### src/verilog/rlc_pkg.sv
// Shared constants of the result, limit and interrupt-status block.
// Assumes an 8-bit register port decoded from the serial link elsewhere.
package rlc_pkg;

  localparam int NUM_CH = 6;
  localparam int RES_W  = 10;
  localparam int LIM_W  = 8;
  localparam int LSB_W  = RES_W - LIM_W;
  localparam int NUM_FLAGS = 2 * NUM_CH;
  localparam int SIGN_POS  = RES_W - 1;

  // Channel numbers on the conversion input
  localparam logic [2:0] CH_SUPPLY    = 3'h0;
  localparam logic [2:0] CH_INNER_TMP = 3'h1;
  localparam logic [2:0] CH_OUTER_TMP = 3'h2;
  localparam logic [2:0] CH_LAST      = 3'h5;

  // Register addresses
  localparam logic [7:0] ADDR_FLAGS_FIRST  = 8'h00;
  localparam logic [7:0] ADDR_FLAGS_SECOND = 8'h01;
  localparam logic [7:0] ADDR_LSB_A        = 8'h03;
  localparam logic [7:0] ADDR_LSB_B        = 8'h04;
  localparam logic [7:0] ADDR_MSB_BASE     = 8'h06;
  localparam logic [7:0] ADDR_MSB_END      = 8'h0B;
  localparam logic [7:0] ADDR_CONFIG       = 8'h18;
  localparam logic [7:0] ADDR_MASK_FIRST   = 8'h1D;
  localparam logic [7:0] ADDR_MASK_SECOND  = 8'h1E;

  // Limit addresses and reset values per channel, high then low
  localparam logic [NUM_CH-1:0][7:0] HI_ADDR  = {8'h2F, 8'h2D, 8'h2B, 8'h27, 8'h25, 8'h23};
  localparam logic [NUM_CH-1:0][7:0] LO_ADDR  = {8'h30, 8'h2E, 8'h2C, 8'h28, 8'h26, 8'h24};
  localparam logic [NUM_CH-1:0][7:0] HI_RESET = {8'hFF, 8'hFF, 8'hFF, 8'hFF, 8'h64, 8'hC7};
  localparam logic [NUM_CH-1:0][7:0] LO_RESET = {8'h00, 8'h00, 8'h00, 8'h00, 8'hC9, 8'h62};

  // Channels whose low bits live in the second LSB register
  localparam logic [NUM_CH-1:0] IN_GROUP_B = 6'h3C;

  // Configuration bits
  localparam int CFG_POL_HIGH  = 0;
  localparam int CFG_SOFT_RST  = 1;
  localparam int CFG_OUTER_AIN = 2;
  localparam logic [7:0] CFG_RESET = 8'h00;
  localparam logic [7:0] CFG_RW    = 8'h05;

  localparam logic [7:0] RESULT_RESET = 8'h00;
  localparam logic [1:0] LSB_RESET    = 2'h0;

endpackage

### src/verilog/rlc_cmp_if.sv
// Carrier between the result block and its limit comparator.
// Assumes both ends sit in the same clock domain; the path is combinational.
`timescale 1ns/1ps
interface rlc_cmp_if;
  logic [rlc_pkg::LIM_W-1:0] value;
  logic [rlc_pkg::LIM_W-1:0] high_limit;
  logic [rlc_pkg::LIM_W-1:0] low_limit;
  logic                      is_signed;
  logic                      above;
  logic                      below;

  modport requester (output value, output high_limit, output low_limit,
                     output is_signed, input above, input below);
  modport checker_end (input value, input high_limit, input low_limit,
                       input is_signed, output above, output below);
endinterface

### src/verilog/rlc_limit_check.sv
// Limit comparator for one 8-bit result against a high and a low limit.
// Assumes the requester has aligned the upper result bits with the limit.
`timescale 1ns/1ps
module rlc_limit_check #(
  parameter int W = rlc_pkg::LIM_W
) (
  rlc_cmp_if.checker_end cmp
);

  // The carrier is sized by the package, so another width cannot be served
  if (W != rlc_pkg::LIM_W) begin : g_bad_width
    $error("rlc_limit_check width differs from carrier width");
  end

  // Flip the sign bit so one unsigned compare serves two's complement too
  wire [W-1:0] sign_flip = {cmp.is_signed, {(W-1){1'b0}}};
  wire [W-1:0] v_key     = cmp.value ^ sign_flip;
  wire [W-1:0] hi_key    = cmp.high_limit ^ sign_flip;
  wire [W-1:0] lo_key    = cmp.low_limit ^ sign_flip;

  // High is strictly greater, low includes equality
  assign cmp.above = v_key > hi_key;
  assign cmp.below = v_key <= lo_key;

endmodule // rlc_limit_check

### src/verilog/rlc_result_regs.sv
// Result registers, limit registers and interrupt status of the monitor.
// Assumes a decoded register port: one-cycle read and write strobes, 8-bit data.
// Assumes the converter delivers one 10-bit result per conv_valid pulse.
//
// Overview of operation
// - One result step is a quarter degree on temperature channels.
// - Temperature results are kept as 10-bit two's complement codes.
// - High limit trips on strictly greater, low limit on less or equal.
// - Limits are eight bits wide, results ten bits wide.
// - Unmasked out-of-limit compares set flags in status registers 00h and 01h.
// - Any flagged violation that is unmasked drives the interrupt pin to its selected active level.
// - Upper eight result bits sit in one register, low two in shared one.
// - Reading an LSB register first freezes its linked MSB registers.
// - Reading any frozen MSB register releases every frozen MSB register.
// - Reading an MSB register first does not freeze the LSB register.
// - First reads never freeze other registers of the same kind.
// - Status reads clear corrected flags only; software reset clears all.
`timescale 1ns/1ps
module rlc_result_regs (
  input  wire logic                         core_clk,
  input  wire logic                         rst_n,
  input  wire logic                         conv_valid,
  input  wire logic [2:0]                   conv_chan,
  input  wire logic [rlc_pkg::RES_W-1:0]    conv_data,
  input  wire logic [7:0]                   reg_addr,
  input  wire logic                         reg_wr,
  input  wire logic                         reg_rd,
  input  wire logic [7:0]                   reg_wdata,
  output logic      [7:0]                   reg_rdata,
  output logic                              int_out
);

  localparam int NCH = rlc_pkg::NUM_CH;
  localparam int NF  = rlc_pkg::NUM_FLAGS;
  localparam int LW  = rlc_pkg::LIM_W;
  localparam int SW  = rlc_pkg::LSB_W;

  // Status, mask and low-bit packing below assume six channels with two-bit remainders
  if (NCH != 6 || SW != 2) begin : g_bad_pkg
    $error("rlc_result_regs packing assumes six channels and two low bits");
  end

  logic [NCH-1:0][LW-1:0] msb_value;
  logic [NCH-1:0][SW-1:0] lsb_value;
  logic [NCH-1:0][LW-1:0] high_limit;
  logic [NCH-1:0][LW-1:0] low_limit;
  logic [NF-1:0]          flags;
  logic [NF-1:0]          cond;
  logic [NF-1:0]          mask;
  logic [7:0]             config_reg;
  logic                   lock_a;
  logic                   lock_b;
  logic [7:0]             next_rdata;

  rlc_cmp_if cmp_bus ();

  rlc_limit_check #(
    .W (LW)
  ) u_check (
    .cmp (cmp_bus)
  );

  // Incoming conversion decode; channel codes above the last are dropped
  wire conv_hit = conv_valid && (conv_chan <= rlc_pkg::CH_LAST);
  wire chan_is_temp = (conv_chan == rlc_pkg::CH_INNER_TMP) ||
                      ((conv_chan == rlc_pkg::CH_OUTER_TMP) &&
                       !config_reg[rlc_pkg::CFG_OUTER_AIN]);
  // Codes 6 and 7 would index past the limit arrays, so the comparator sees channel 0
  wire [2:0] lim_sel = conv_hit ? conv_chan : rlc_pkg::CH_SUPPLY;

  // Upper eight bits feed the comparator; temperature codes keep their sign bit on top
  assign cmp_bus.value      = conv_data[rlc_pkg::SIGN_POS -: LW];
  assign cmp_bus.high_limit = high_limit[lim_sel];
  assign cmp_bus.low_limit  = low_limit[lim_sel];
  assign cmp_bus.is_signed  = chan_is_temp;

  // Register port decode
  // Reads carry side effects (locks, flag clears), so each address decodes on its own
  wire rd_msb    = reg_rd && (reg_addr >= rlc_pkg::ADDR_MSB_BASE) &&
                   (reg_addr <= rlc_pkg::ADDR_MSB_END);
  wire rd_lsb_a  = reg_rd && (reg_addr == rlc_pkg::ADDR_LSB_A);
  wire rd_lsb_b  = reg_rd && (reg_addr == rlc_pkg::ADDR_LSB_B);
  wire rd_stat1  = reg_rd && (reg_addr == rlc_pkg::ADDR_FLAGS_FIRST);
  wire rd_stat2  = reg_rd && (reg_addr == rlc_pkg::ADDR_FLAGS_SECOND);
  wire wr_config = reg_wr && (reg_addr == rlc_pkg::ADDR_CONFIG);
  wire wr_mask1  = reg_wr && (reg_addr == rlc_pkg::ADDR_MASK_FIRST);
  wire wr_mask2  = reg_wr && (reg_addr == rlc_pkg::ADDR_MASK_SECOND);
  // Software reset is a pulse on the write, never a stored bit
  wire soft_rst  = wr_config && reg_wdata[rlc_pkg::CFG_SOFT_RST];

  // Freeze state: any MSB read releases both groups, an LSB read freezes its own
  // An MSB read wins over an LSB read; both in one cycle cannot occur on this port
  wire next_lock_a = rd_msb ? 1'b0 : (rd_lsb_a ? 1'b1 : lock_a);
  wire next_lock_b = rd_msb ? 1'b0 : (rd_lsb_b ? 1'b1 : lock_b);

  // Lock flops; an MSB read never sets a lock, so the LSB side stays free
  always_ff @(posedge core_clk) begin
    if (!rst_n) begin
      lock_a <= 1'b0;
      lock_b <= 1'b0;
    end else begin
      lock_a <= next_lock_a;
      lock_b <= next_lock_b;
    end
  end

  // Per-channel result and limit storage
  for (genvar ch = 0; ch < NCH; ch++) begin : g_chan
    localparam logic [2:0] CH_CODE = 3'(ch);
    wire this_conv = conv_hit && (conv_chan == CH_CODE);
    // Group membership fixes which low-bit register freezes this channel
    wire frozen    = rlc_pkg::IN_GROUP_B[ch] ? lock_b : lock_a;
    wire wr_hi     = reg_wr && (reg_addr == rlc_pkg::HI_ADDR[ch]);
    wire wr_lo     = reg_wr && (reg_addr == rlc_pkg::LO_ADDR[ch]);

    // Result split; the low bits keep updating so a fresh pair can follow
    always_ff @(posedge core_clk) begin
      if (!rst_n) begin
        msb_value[ch] <= rlc_pkg::RESULT_RESET;
        lsb_value[ch] <= rlc_pkg::LSB_RESET;
      end else if (this_conv) begin
        if (!frozen) begin
          msb_value[ch] <= conv_data[rlc_pkg::SIGN_POS -: LW];
        end
        lsb_value[ch] <= conv_data[SW-1:0];
      end
    end

    // Limit registers, eight bits against the ten-bit result
    always_ff @(posedge core_clk) begin
      if (!rst_n) begin
        high_limit[ch] <= rlc_pkg::HI_RESET[ch];
        low_limit[ch]  <= rlc_pkg::LO_RESET[ch];
      end else begin
        if (wr_hi) high_limit[ch] <= reg_wdata;
        if (wr_lo) low_limit[ch]  <= reg_wdata;
      end
    end
  end

  // Per-flag status: even bit is the high trip, odd bit the low trip of a channel
  for (genvar f = 0; f < NF; f++) begin : g_flag
    localparam logic [2:0] CH_CODE = 3'(f / 2);
    wire this_conv = conv_hit && (conv_chan == CH_CODE);
    wire trip      = (f % 2 == 0) ? cmp_bus.above : cmp_bus.below;
    wire set_flag  = this_conv && trip && !mask[f];
    wire rd_clear  = (f < NF / 2) ? rd_stat1 : rd_stat2;
    // Only a condition that has since come back in range is cleared by a read
    wire clr_flag  = soft_rst || (rd_clear && !cond[f]);
    wire next_flag = set_flag || (flags[f] && !clr_flag);

    // cond keeps the latest compare, so a status read can tell a corrected condition
    always_ff @(posedge core_clk) begin
      if (!rst_n) begin
        cond[f]  <= 1'b0;
        flags[f] <= 1'b0;
      end else begin
        if (this_conv) cond[f] <= trip;
        flags[f] <= next_flag;
      end
    end
  end

  // Mask and configuration registers
  always_ff @(posedge core_clk) begin
    if (!rst_n) begin
      mask       <= '0;
      config_reg <= rlc_pkg::CFG_RESET;
    end else begin
      if (wr_mask1) mask[NF/2-1:0]  <= reg_wdata[NF/2-1:0];
      if (wr_mask2) mask[NF-1:NF/2] <= reg_wdata[NF/2-1:0];
      // Only polarity and channel-2 mode are kept; the reset bit reads back zero
      if (wr_config) config_reg <= reg_wdata & rlc_pkg::CFG_RW;
    end
  end

  // Masking after the fact also quietens a flag already standing
  wire int_active = |(flags & ~mask);
  wire next_int   = config_reg[rlc_pkg::CFG_POL_HIGH] ? int_active : !int_active;

  // Registered pin, so a decode glitch on a strobe never reaches the outside
  always_ff @(posedge core_clk) begin
    if (!rst_n) begin
      int_out <= 1'b1;
    end else begin
      int_out <= next_int;
    end
  end

  // Read selection; unmapped and reserved addresses answer zero
  always_comb begin
    next_rdata = 8'h00;
    unique case (reg_addr)
      rlc_pkg::ADDR_FLAGS_FIRST:  next_rdata = {2'h0, flags[NF/2-1:0]};
      rlc_pkg::ADDR_FLAGS_SECOND: next_rdata = {2'h0, flags[NF-1:NF/2]};
      rlc_pkg::ADDR_LSB_A:        next_rdata = {4'h0, lsb_value[1], lsb_value[0]};
      rlc_pkg::ADDR_LSB_B:        next_rdata = {lsb_value[5], lsb_value[4],
                                                lsb_value[3], lsb_value[2]};
      rlc_pkg::ADDR_CONFIG:       next_rdata = config_reg;
      rlc_pkg::ADDR_MASK_FIRST:   next_rdata = {2'h0, mask[NF/2-1:0]};
      rlc_pkg::ADDR_MASK_SECOND:  next_rdata = {2'h0, mask[NF-1:NF/2]};
      default: begin
        // Results and limits sit on scattered addresses, so the loop searches them
        for (int c = 0; c < NCH; c++) begin
          if (reg_addr == rlc_pkg::ADDR_MSB_BASE + 8'(c)) next_rdata = msb_value[c];
          if (reg_addr == rlc_pkg::HI_ADDR[c]) next_rdata = high_limit[c];
          if (reg_addr == rlc_pkg::LO_ADDR[c]) next_rdata = low_limit[c];
        end
      end
    endcase
  end

  // Read data is captured on the strobe and held until the next read
  always_ff @(posedge core_clk) begin
    if (!rst_n) begin
      reg_rdata <= 8'h00;
    end else if (reg_rd) begin
      reg_rdata <= next_rdata;
    end
  end

endmodule // rlc_result_regs
### config.mk
export PLATFORM = sky130hd
export DESIGN_NAME = rlc_result_regs
export DESIGN_NICKNAME = d
export VERILOG_FILES = /design/src/verilog/rlc_pkg.sv /design/src/verilog/rlc_cmp_if.sv /design/src/verilog/rlc_limit_check.sv /design/src/verilog/rlc_result_regs.sv
export SDC_FILE = /design/constraint.sdc
export NUM_CORES = 1
export LEC_CHECK = 0
export BUFFER_PORTS_ARGS = -buffer_cell sky130_fd_sc_hd__buf_4
export CAP_MARGIN = 30
export CELL_PAD_IN_SITES_DETAIL_PLACEMENT = 0
export CELL_PAD_IN_SITES_GLOBAL_PLACEMENT = 1
export CORE_ASPECT_RATIO = 0.6
export CORE_MARGIN = 2
export CORE_UTILIZATION = 35
export DETAILED_ROUTE_END_ITERATION = 8
export PLACE_DENSITY_LB_ADDON = 0.1
export REMOVE_ABC_BUFFERS = 1
export SLEW_MARGIN = 20
export SYNTH_ARGS = -nofsm -noshare
export SYNTH_HDL_FRONTEND = slang
export SYNTH_SLANG_ARGS = --single-unit
### constraint.sdc
create_clock -name core_clk -period 4.21 [get_ports core_clk]
set_input_delay 0.2105 -clock core_clk [delete_from_list [all_inputs] [get_ports core_clk]]
set_output_delay 0.2105 -clock core_clk [all_outputs]
set_load 0.005 [all_outputs]
==> results.toml, run 1 <==
[clock_tree]
clock_latency_ns = 0.53
cts_tree = "done"
cts_setup_buffers = 0
cts_num_sinks = 205
numCtsBuffers = 22
cts_buffer_depth = 3
h-tree-depth = 1
cts.clk_slew.worst_paths_ns = 0.07
clock-root-buffer = "clkbuf_16"

[logic_synthesis]
postSynthCellCount = 1322
ys_ff_latch = 205
synthArstFlopShare_pct = 0
ys_seq_area_share_pct = 38.74
syn_area_sq_um = 10590
synth.distinct_cells = 68
synth_top_flop_cell = "dfxtp_1"
synth_edf_count = 0
synth_warnings = 0
synth_area_per_cell_sq_um = 8.013

[layout]
num-nets-final = 1373
layout_common_cells = "nand2_1 (233), dfxtp_1 (205), nand3_1 (136), a21oi_1 (127), o21ai_0 (94)"
drive_above_1_share_pct = 11.43
final_common_cell = "nand2_1"
largestRegisters = "high_limit: 48 flops, low_limit: 48 flops, msb_value: 48 flops"
area_growth_pct = 13.48
utilization_pct = 40.26

[timing]
period_minus_slack_ns = 3.274
period_share_pct = 77.77
hold-worst-slack_ns = 0.02282
fin_ws_ns = 0.9359
tns_ns = 0
worst_slew_pin_slew_ns = 0.9223
slew_viol_final = 0
setup_violations = 0
timing.fmax_mhz = 305.4
fin_skew_ns = 0.02049
slew_headroom_pct = 38.18
hold_viol_final = 0
rsz0062_at_grt = "no"

[grt]
antenna_found_initial = 1
grt_overflow = 0
grt_pass1_wl_microns = 70590
grt_max_degree = 75
grt_pass1_vias = 9624
grt_usage_pct = 30.55

[critical_path]
arrival_ns = 3.69
start_kind = "primary input"
critPathLaunch = "conv_chan[0]"
path_cells = "dlygate4sd3_1 -> buf_4 -> nand3_2 -> mux4_2 -> o21ai_0 -> ha_1 -> nor2b_1 -> o21a_1 -> o21a_1 -> o21ai_0 -> a21oi_1 -> buf_4 -> o41ai_1"
r2r-start = "config_reg[2]$_SDFFE_PN0P_"
required_ns = 4.63
crit_family = "compound AO/OA/AOI/OAI gates"
worstSetupEndpointType = "flip-flop"
slowest_stage = "mux4_2"
crit_fanout = 15
crit_path_max_incr_delay_ns = 0.65
path_buf_inv = 3
path_class = "in2reg"

[power]
max-vdd-ir-drop_uv = 250.9
power_density_nw_per_um2 = 361.9
power.total_uw = 4350
intPower_uw = 3187
leakage_uw = 0.004452
p_comb_share_pct = 10.2
seq_power_share_pct = 45.7
power.switching_uw = 1164
switching_share_pct = 26.75
pwr-share-clk_pct = 44.1

[placed_design]
place_congestion = 0.9910
io_buffers = 42
dp_hpwl_microns = 36710
pre_cts_ws_ns = 0.9016

[floorplan]
dieWidth_microns = 228.6
top_level_ports = 43
initial_core_util_pct = 35.48
core_area_sq_um = 29860
fp-row-count = 49
die_area_sq_um = 31720
fp.dieH_microns = 138.8

[job]
max-cap-violations = 0

[detailed_routing]
dr.pass1.iters = 5
num_vias = 10851
routedWlPerCell_microns = 28.48
dr.first_iter.drc_count = 1489
routed_wl_microns = 49760
drc = 0
routed_via_density = 6.211
ant_nets = 0

[min_path]
hold_class = "in2reg"
holdCritStartpoint = "conv_data[8]"

[run_status]
status = "complete, no violations"
[worst paths after layout]
| check | end | slack (ns) | depth (start not counted) |
|---|---|---|---|
| hold reg to reg | msb_value[32]$_SDFFE_PN0P_ | 0.48 | 2 |
| setup / recovery | flags[9]$_SDFF_PN0_ | 0.94 | 13 |
| setup reg to reg | flags[10]$_SDFF_PN0_ | 1.19 | 10 |
| hold / removal | msb_value[38]$_SDFFE_PN0P_ | 0.02 | 3 |
[metrics by stage]
stage	std cells	cell area [sq um]
floorplan	1220	10180
global placement	1701	11270
detailed placement	1702	11270
CTS	1746	12020
global route	1746	12020
finish	1747	12020
[cells by family after synthesis]
kind of cell | share of synthesized area, %
simple gates | 24.10
flops | 38.74
fa+ha+maj | 1.890
compound gates | 20.80
xor+xnor | 0.4135
buf+inv | 4.441
mux | 9.615
[synthesized netlist by cell type, types with 6 or more instances]
cell | number | area [sq um]
a211oi_1 | 9 | 67.56
a21o_1 | 6 | 45.04
a21oi_1 | 127 | 635.6
a221oi_1 | 22 | 192.7
a22oi_1 | 14 | 105.1
a31oi_1 | 6 | 37.54
and2_1 | 6 | 37.54
and3_1 | 14 | 87.58
buf_1 | 10 | 37.54
buf_2 | 19 | 95.09
clkbuf_1 | 72 | 270.3
dfxtp_1 | 205 | 4104
ha_1 | 16 | 200.2
inv_1 | 15 | 56.30
mux2i_1 | 59 | 590.6
mux4_2 | 17 | 382.9
nand2_1 | 233 | 874.6
nand2b_1 | 9 | 56.30
nand3_1 | 137 | 685.7
nand4_1 | 9 | 56.30
nor2_1 | 71 | 266.5
nor2b_1 | 9 | 56.30
nor3_1 | 8 | 40.04
o21a_1 | 9 | 67.56
o21ai_0 | 94 | 470.5
o22ai_1 | 19 | 118.9
o2bb2ai_1 | 10 | 87.58
o32ai_1 | 6 | 52.55
or3_1 | 7 | 43.79
[power by group through the flow]
stage	sequential, uW	combinational [uW]	clock, uW
floorplan	2020	196	0
global placement	2030	434	0
detailed placement	2030	430	0
CTS	1990	435	1950
global route	1990	472	2040
finish	1990	444	1920
[layer usage]
| metal | GRT usage, % | up-vias | part of all wire, % |
|---|---|---|---|
| met2 | 36.30 | 624 | 35 |
| met3 | 11.80 | 59 | 14 |
| met4 | 4.988 | 0 | 1.6 |
| met5 | 0 | - | 0 |
| li1 | - | 4826 | - |
| met1 | 49.74 | 5342 | 49 |
[timing repair]
item,in CTS,in global routing
hold endpoints to repair,23,0
resized for setup,0,0
hold buffers,5,0
endpoints found under the setup margin,0,0
[layout make-up]
class                   instances  area, sq um
clock inverters                 5        37.54
well taps                     408        510.5
repair buffers                 79        618.1
multi-input cells            1000         6032
clock buffers                  34        656.9
inverters                      15        58.81
fillers                      3088        17840
diodes                          1        2.502
flip-flops and latches        205         4104
[worst min-delay path: stages]
cell     delay, ns
buf_4         0.17
nand2_1       0.07
a21oi_1       0.05
No activity file was read; power rests on OpenSTA's default activity.
==> run 2, diff against run 1 <==
==> constraint.sdc (replaced) <==
create_clock -name core_clk -period 3.3 [get_ports core_clk]
set_input_delay 0.165 -clock core_clk [delete_from_list [all_inputs] [get_ports core_clk]]
set_output_delay 0.165 -clock core_clk [all_outputs]
set_load 0.005 [all_outputs]
==> results.toml, run 2 (synthesized netlist as in run 1, its figures left out) <==
[timing]
slew_headroom_pct = 41.92
hold_viol_final = 0
tns_ns = 0
fin_skew_ns = 0.01271
worst_slew_pin_slew_ns = 0.8646
rsz0062_at_grt = "no"
timing.fmax_mhz = 325.1
slew_viol_final = 0
period_minus_slack_ns = 3.076
period_share_pct = 93.20
setup_violations = 0

[clock_tree]
cts_setup_buffers = 0
clock-root-buffer = "clkbuf_16"
h-tree-depth = 1
cts_buffer_depth = 3
numCtsBuffers = 21
cts_resized = 0
cts_num_sinks = 205
cts.clk_slew.worst_paths_ns = 0.07
cts_tree = "done"
ctsHoldBuffers = 11
clock_latency_ns = 0.54

[critical_path]
path_class = "reg2reg"
arrival_ns = 3.52
rrSetupSlack_ns = 0.22
required_ns = 3.74
r2r-end = "flags[2]$_SDFF_PN0_"
start_kind = "flip-flop"
path_cells = "or3b_2 -> a21oi_1 -> xor2_1 -> buf_4 -> ha_1 -> nand3_1 -> nor2_1 -> a221oi_1 -> o21ai_0 -> buf_4 -> o32ai_1"
cp_common_cell = "buf_4"
crit_path_max_incr_delay_ns = 0.48
slowest_stage = "or3b_2"
worstRegToRegCells = 11
worstSetupEndpointType = "flip-flop"
crit_fanout = 12
r2r-start = "config_reg[2]$_SDFFE_PN0P_"

[detailed_routing]
top_layer = "met4"
num_vias = 10745
routedLengthMet1_microns = 25160
wl_met2_microns = 17110
ant_nets = 0
routed_via_density = 6.084
met3_length_microns = 6102
dr.first_iter.drc_count = 1327
dr.pass1.iters = 6
drc = 0
routed_wl_microns = 49140
routedWlPerCell_microns = 27.82

[power]
power.total_uw = 5631
seq_power_share_pct = 45.0
switching_share_pct = 26.67
power_density_nw_per_um2 = 462.0
max-vdd-ir-drop_uv = 279.4
pwr-share-clk_pct = 44.7
leakage_uw = 0.004552
power.switching_uw = 1502
intPower_uw = 4129
p_comb_share_pct = 10.2

[min_path]
whs_endpoint = "high_limit[3]$_SDFFE_PN0P_"
holdCritStartpoint = "reg_wdata[3]"
hold_class = "in2reg"
hold-path-cell-count = 3

[layout]
area_growth_pct = 15.05
diodes = 0
layout_common_cells = "nand2_1 (233), dfxtp_1 (205), nand3_1 (136), a21oi_1 (127), o21ai_0 (94)"
num-nets-final = 1393
drive_above_1_share_pct = 12.44
final_common_cell = "nand2_1"
largestRegisters = "high_limit: 48 flops, low_limit: 48 flops, msb_value: 48 flops"

[floorplan]
initial_core_util_pct = 35.48
fp-row-count = 49
top_level_ports = 43
fp.dieH_microns = 138.8
dieWidth_microns = 228.6
die_area_sq_um = 31720
core_area_sq_um = 29860

[grt]
grt_usage_pct = 30.35
grt_overflow = 0
grt_pass1_vias = 9637
antenna_found_initial = 0
grt_pass1_wl_microns = 70070
grt_max_degree = 56

[placed_design]
place_congestion = 0.9612
io_buffers = 42
dp_hpwl_microns = 36450

[job]
max-cap-violations = 0

[run_status]
status = "complete, no violations"
## run 2: cell types whose count changed in the layout (fill, tap and decap cells not counted), sizes merged
cell,change
inv,+1
bufinv,+2
diode,-1
dlygate4sd3,+6
clkbuf,-4
buf,+15
## run 2: layer usage
metal  up-vias  track usage, %
met4         0           5.022
met3        48           10.90
met2       553           35.82
met1      5280           50.11
li1       4864               -
met5         -               0
## run 2: through the flow
stage | worst slack, ns | area [sq um] | instances | utilization, % | hold WS, ns
finish | 0.2243 | 12190 | 1766 | 40.82 | 0.006844
global route | 0.1497 | 12190 | 1766 | 40.82 | 0.01339
CTS | 0.3069 | 12190 | 1766 | 40.82 | 0.007682
detailed placement | 0.005385 | 11370 | 1717 | 38.09 | 0.4563
global placement | 0.05049 | 11370 | 1717 | 38.09 | 0.4502
floorplan | -0.8442 | 10180 | 1220 | - | 0.2269
## run 2: worst max path at each step
| stage | start | endpoint | slack (ns) | cells past startpoint |
|---|---|---|---|---|
| floorplan | conv_chan[2] | cond[0]$_SDFFE_PN0P_ | -0.84 | 11 |
| global placement | conv_chan[1] | cond[7]$_SDFFE_PN0P_ | 0.05 | 14 |
| detailed placement | conv_chan[1] | flags[9]$_SDFF_PN0_ | 0.005 | 14 |
| CTS | config_reg[2]$_SDFFE_PN0P_ | flags[4]$_SDFF_PN0_ | 0.31 | 11 |
| global route | config_reg[2]$_SDFFE_PN0P_ | flags[10]$_SDFF_PN0_ | 0.15 | 11 |
| finish | config_reg[2]$_SDFFE_PN0P_ | flags[2]$_SDFF_PN0_ | 0.22 | 11 |
## run 2: final cells by class
| cell class | count | area (sq um) |
|---|---|---|
| clock buffer | 30 | 599.3 |
| clock inverter | 8 | 103.9 |
| fill | 3105 | 17670 |
| inverter | 15 | 58.81 |
| multi-input combinational | 1000 | 6032 |
| sequential | 205 | 4104 |
| tap | 408 | 510.5 |
| timing repair buffer | 100 | 778.2 |
## run 2: power groups by stage
stage / clock network, uW / logic (uW) / registers, uW
floorplan: 0 / 251 / 2570
global placement: 0 / 557 / 2590
detailed placement: 0 / 549 / 2590
CTS: 2560 / 562 / 2530
global route: 2660 / 613 / 2540
finish: 2520 / 577 / 2540
## run 2: critical path, delay by kind of cell, from the launching register on
family	cells	cell delay [ns]
fa+ha+maj	1	0.30
simple gates	3	0.65
compound gates	4	1.12
xor+xnor	1	0.15
buf+inv	2	0.39
flops	1	0.37
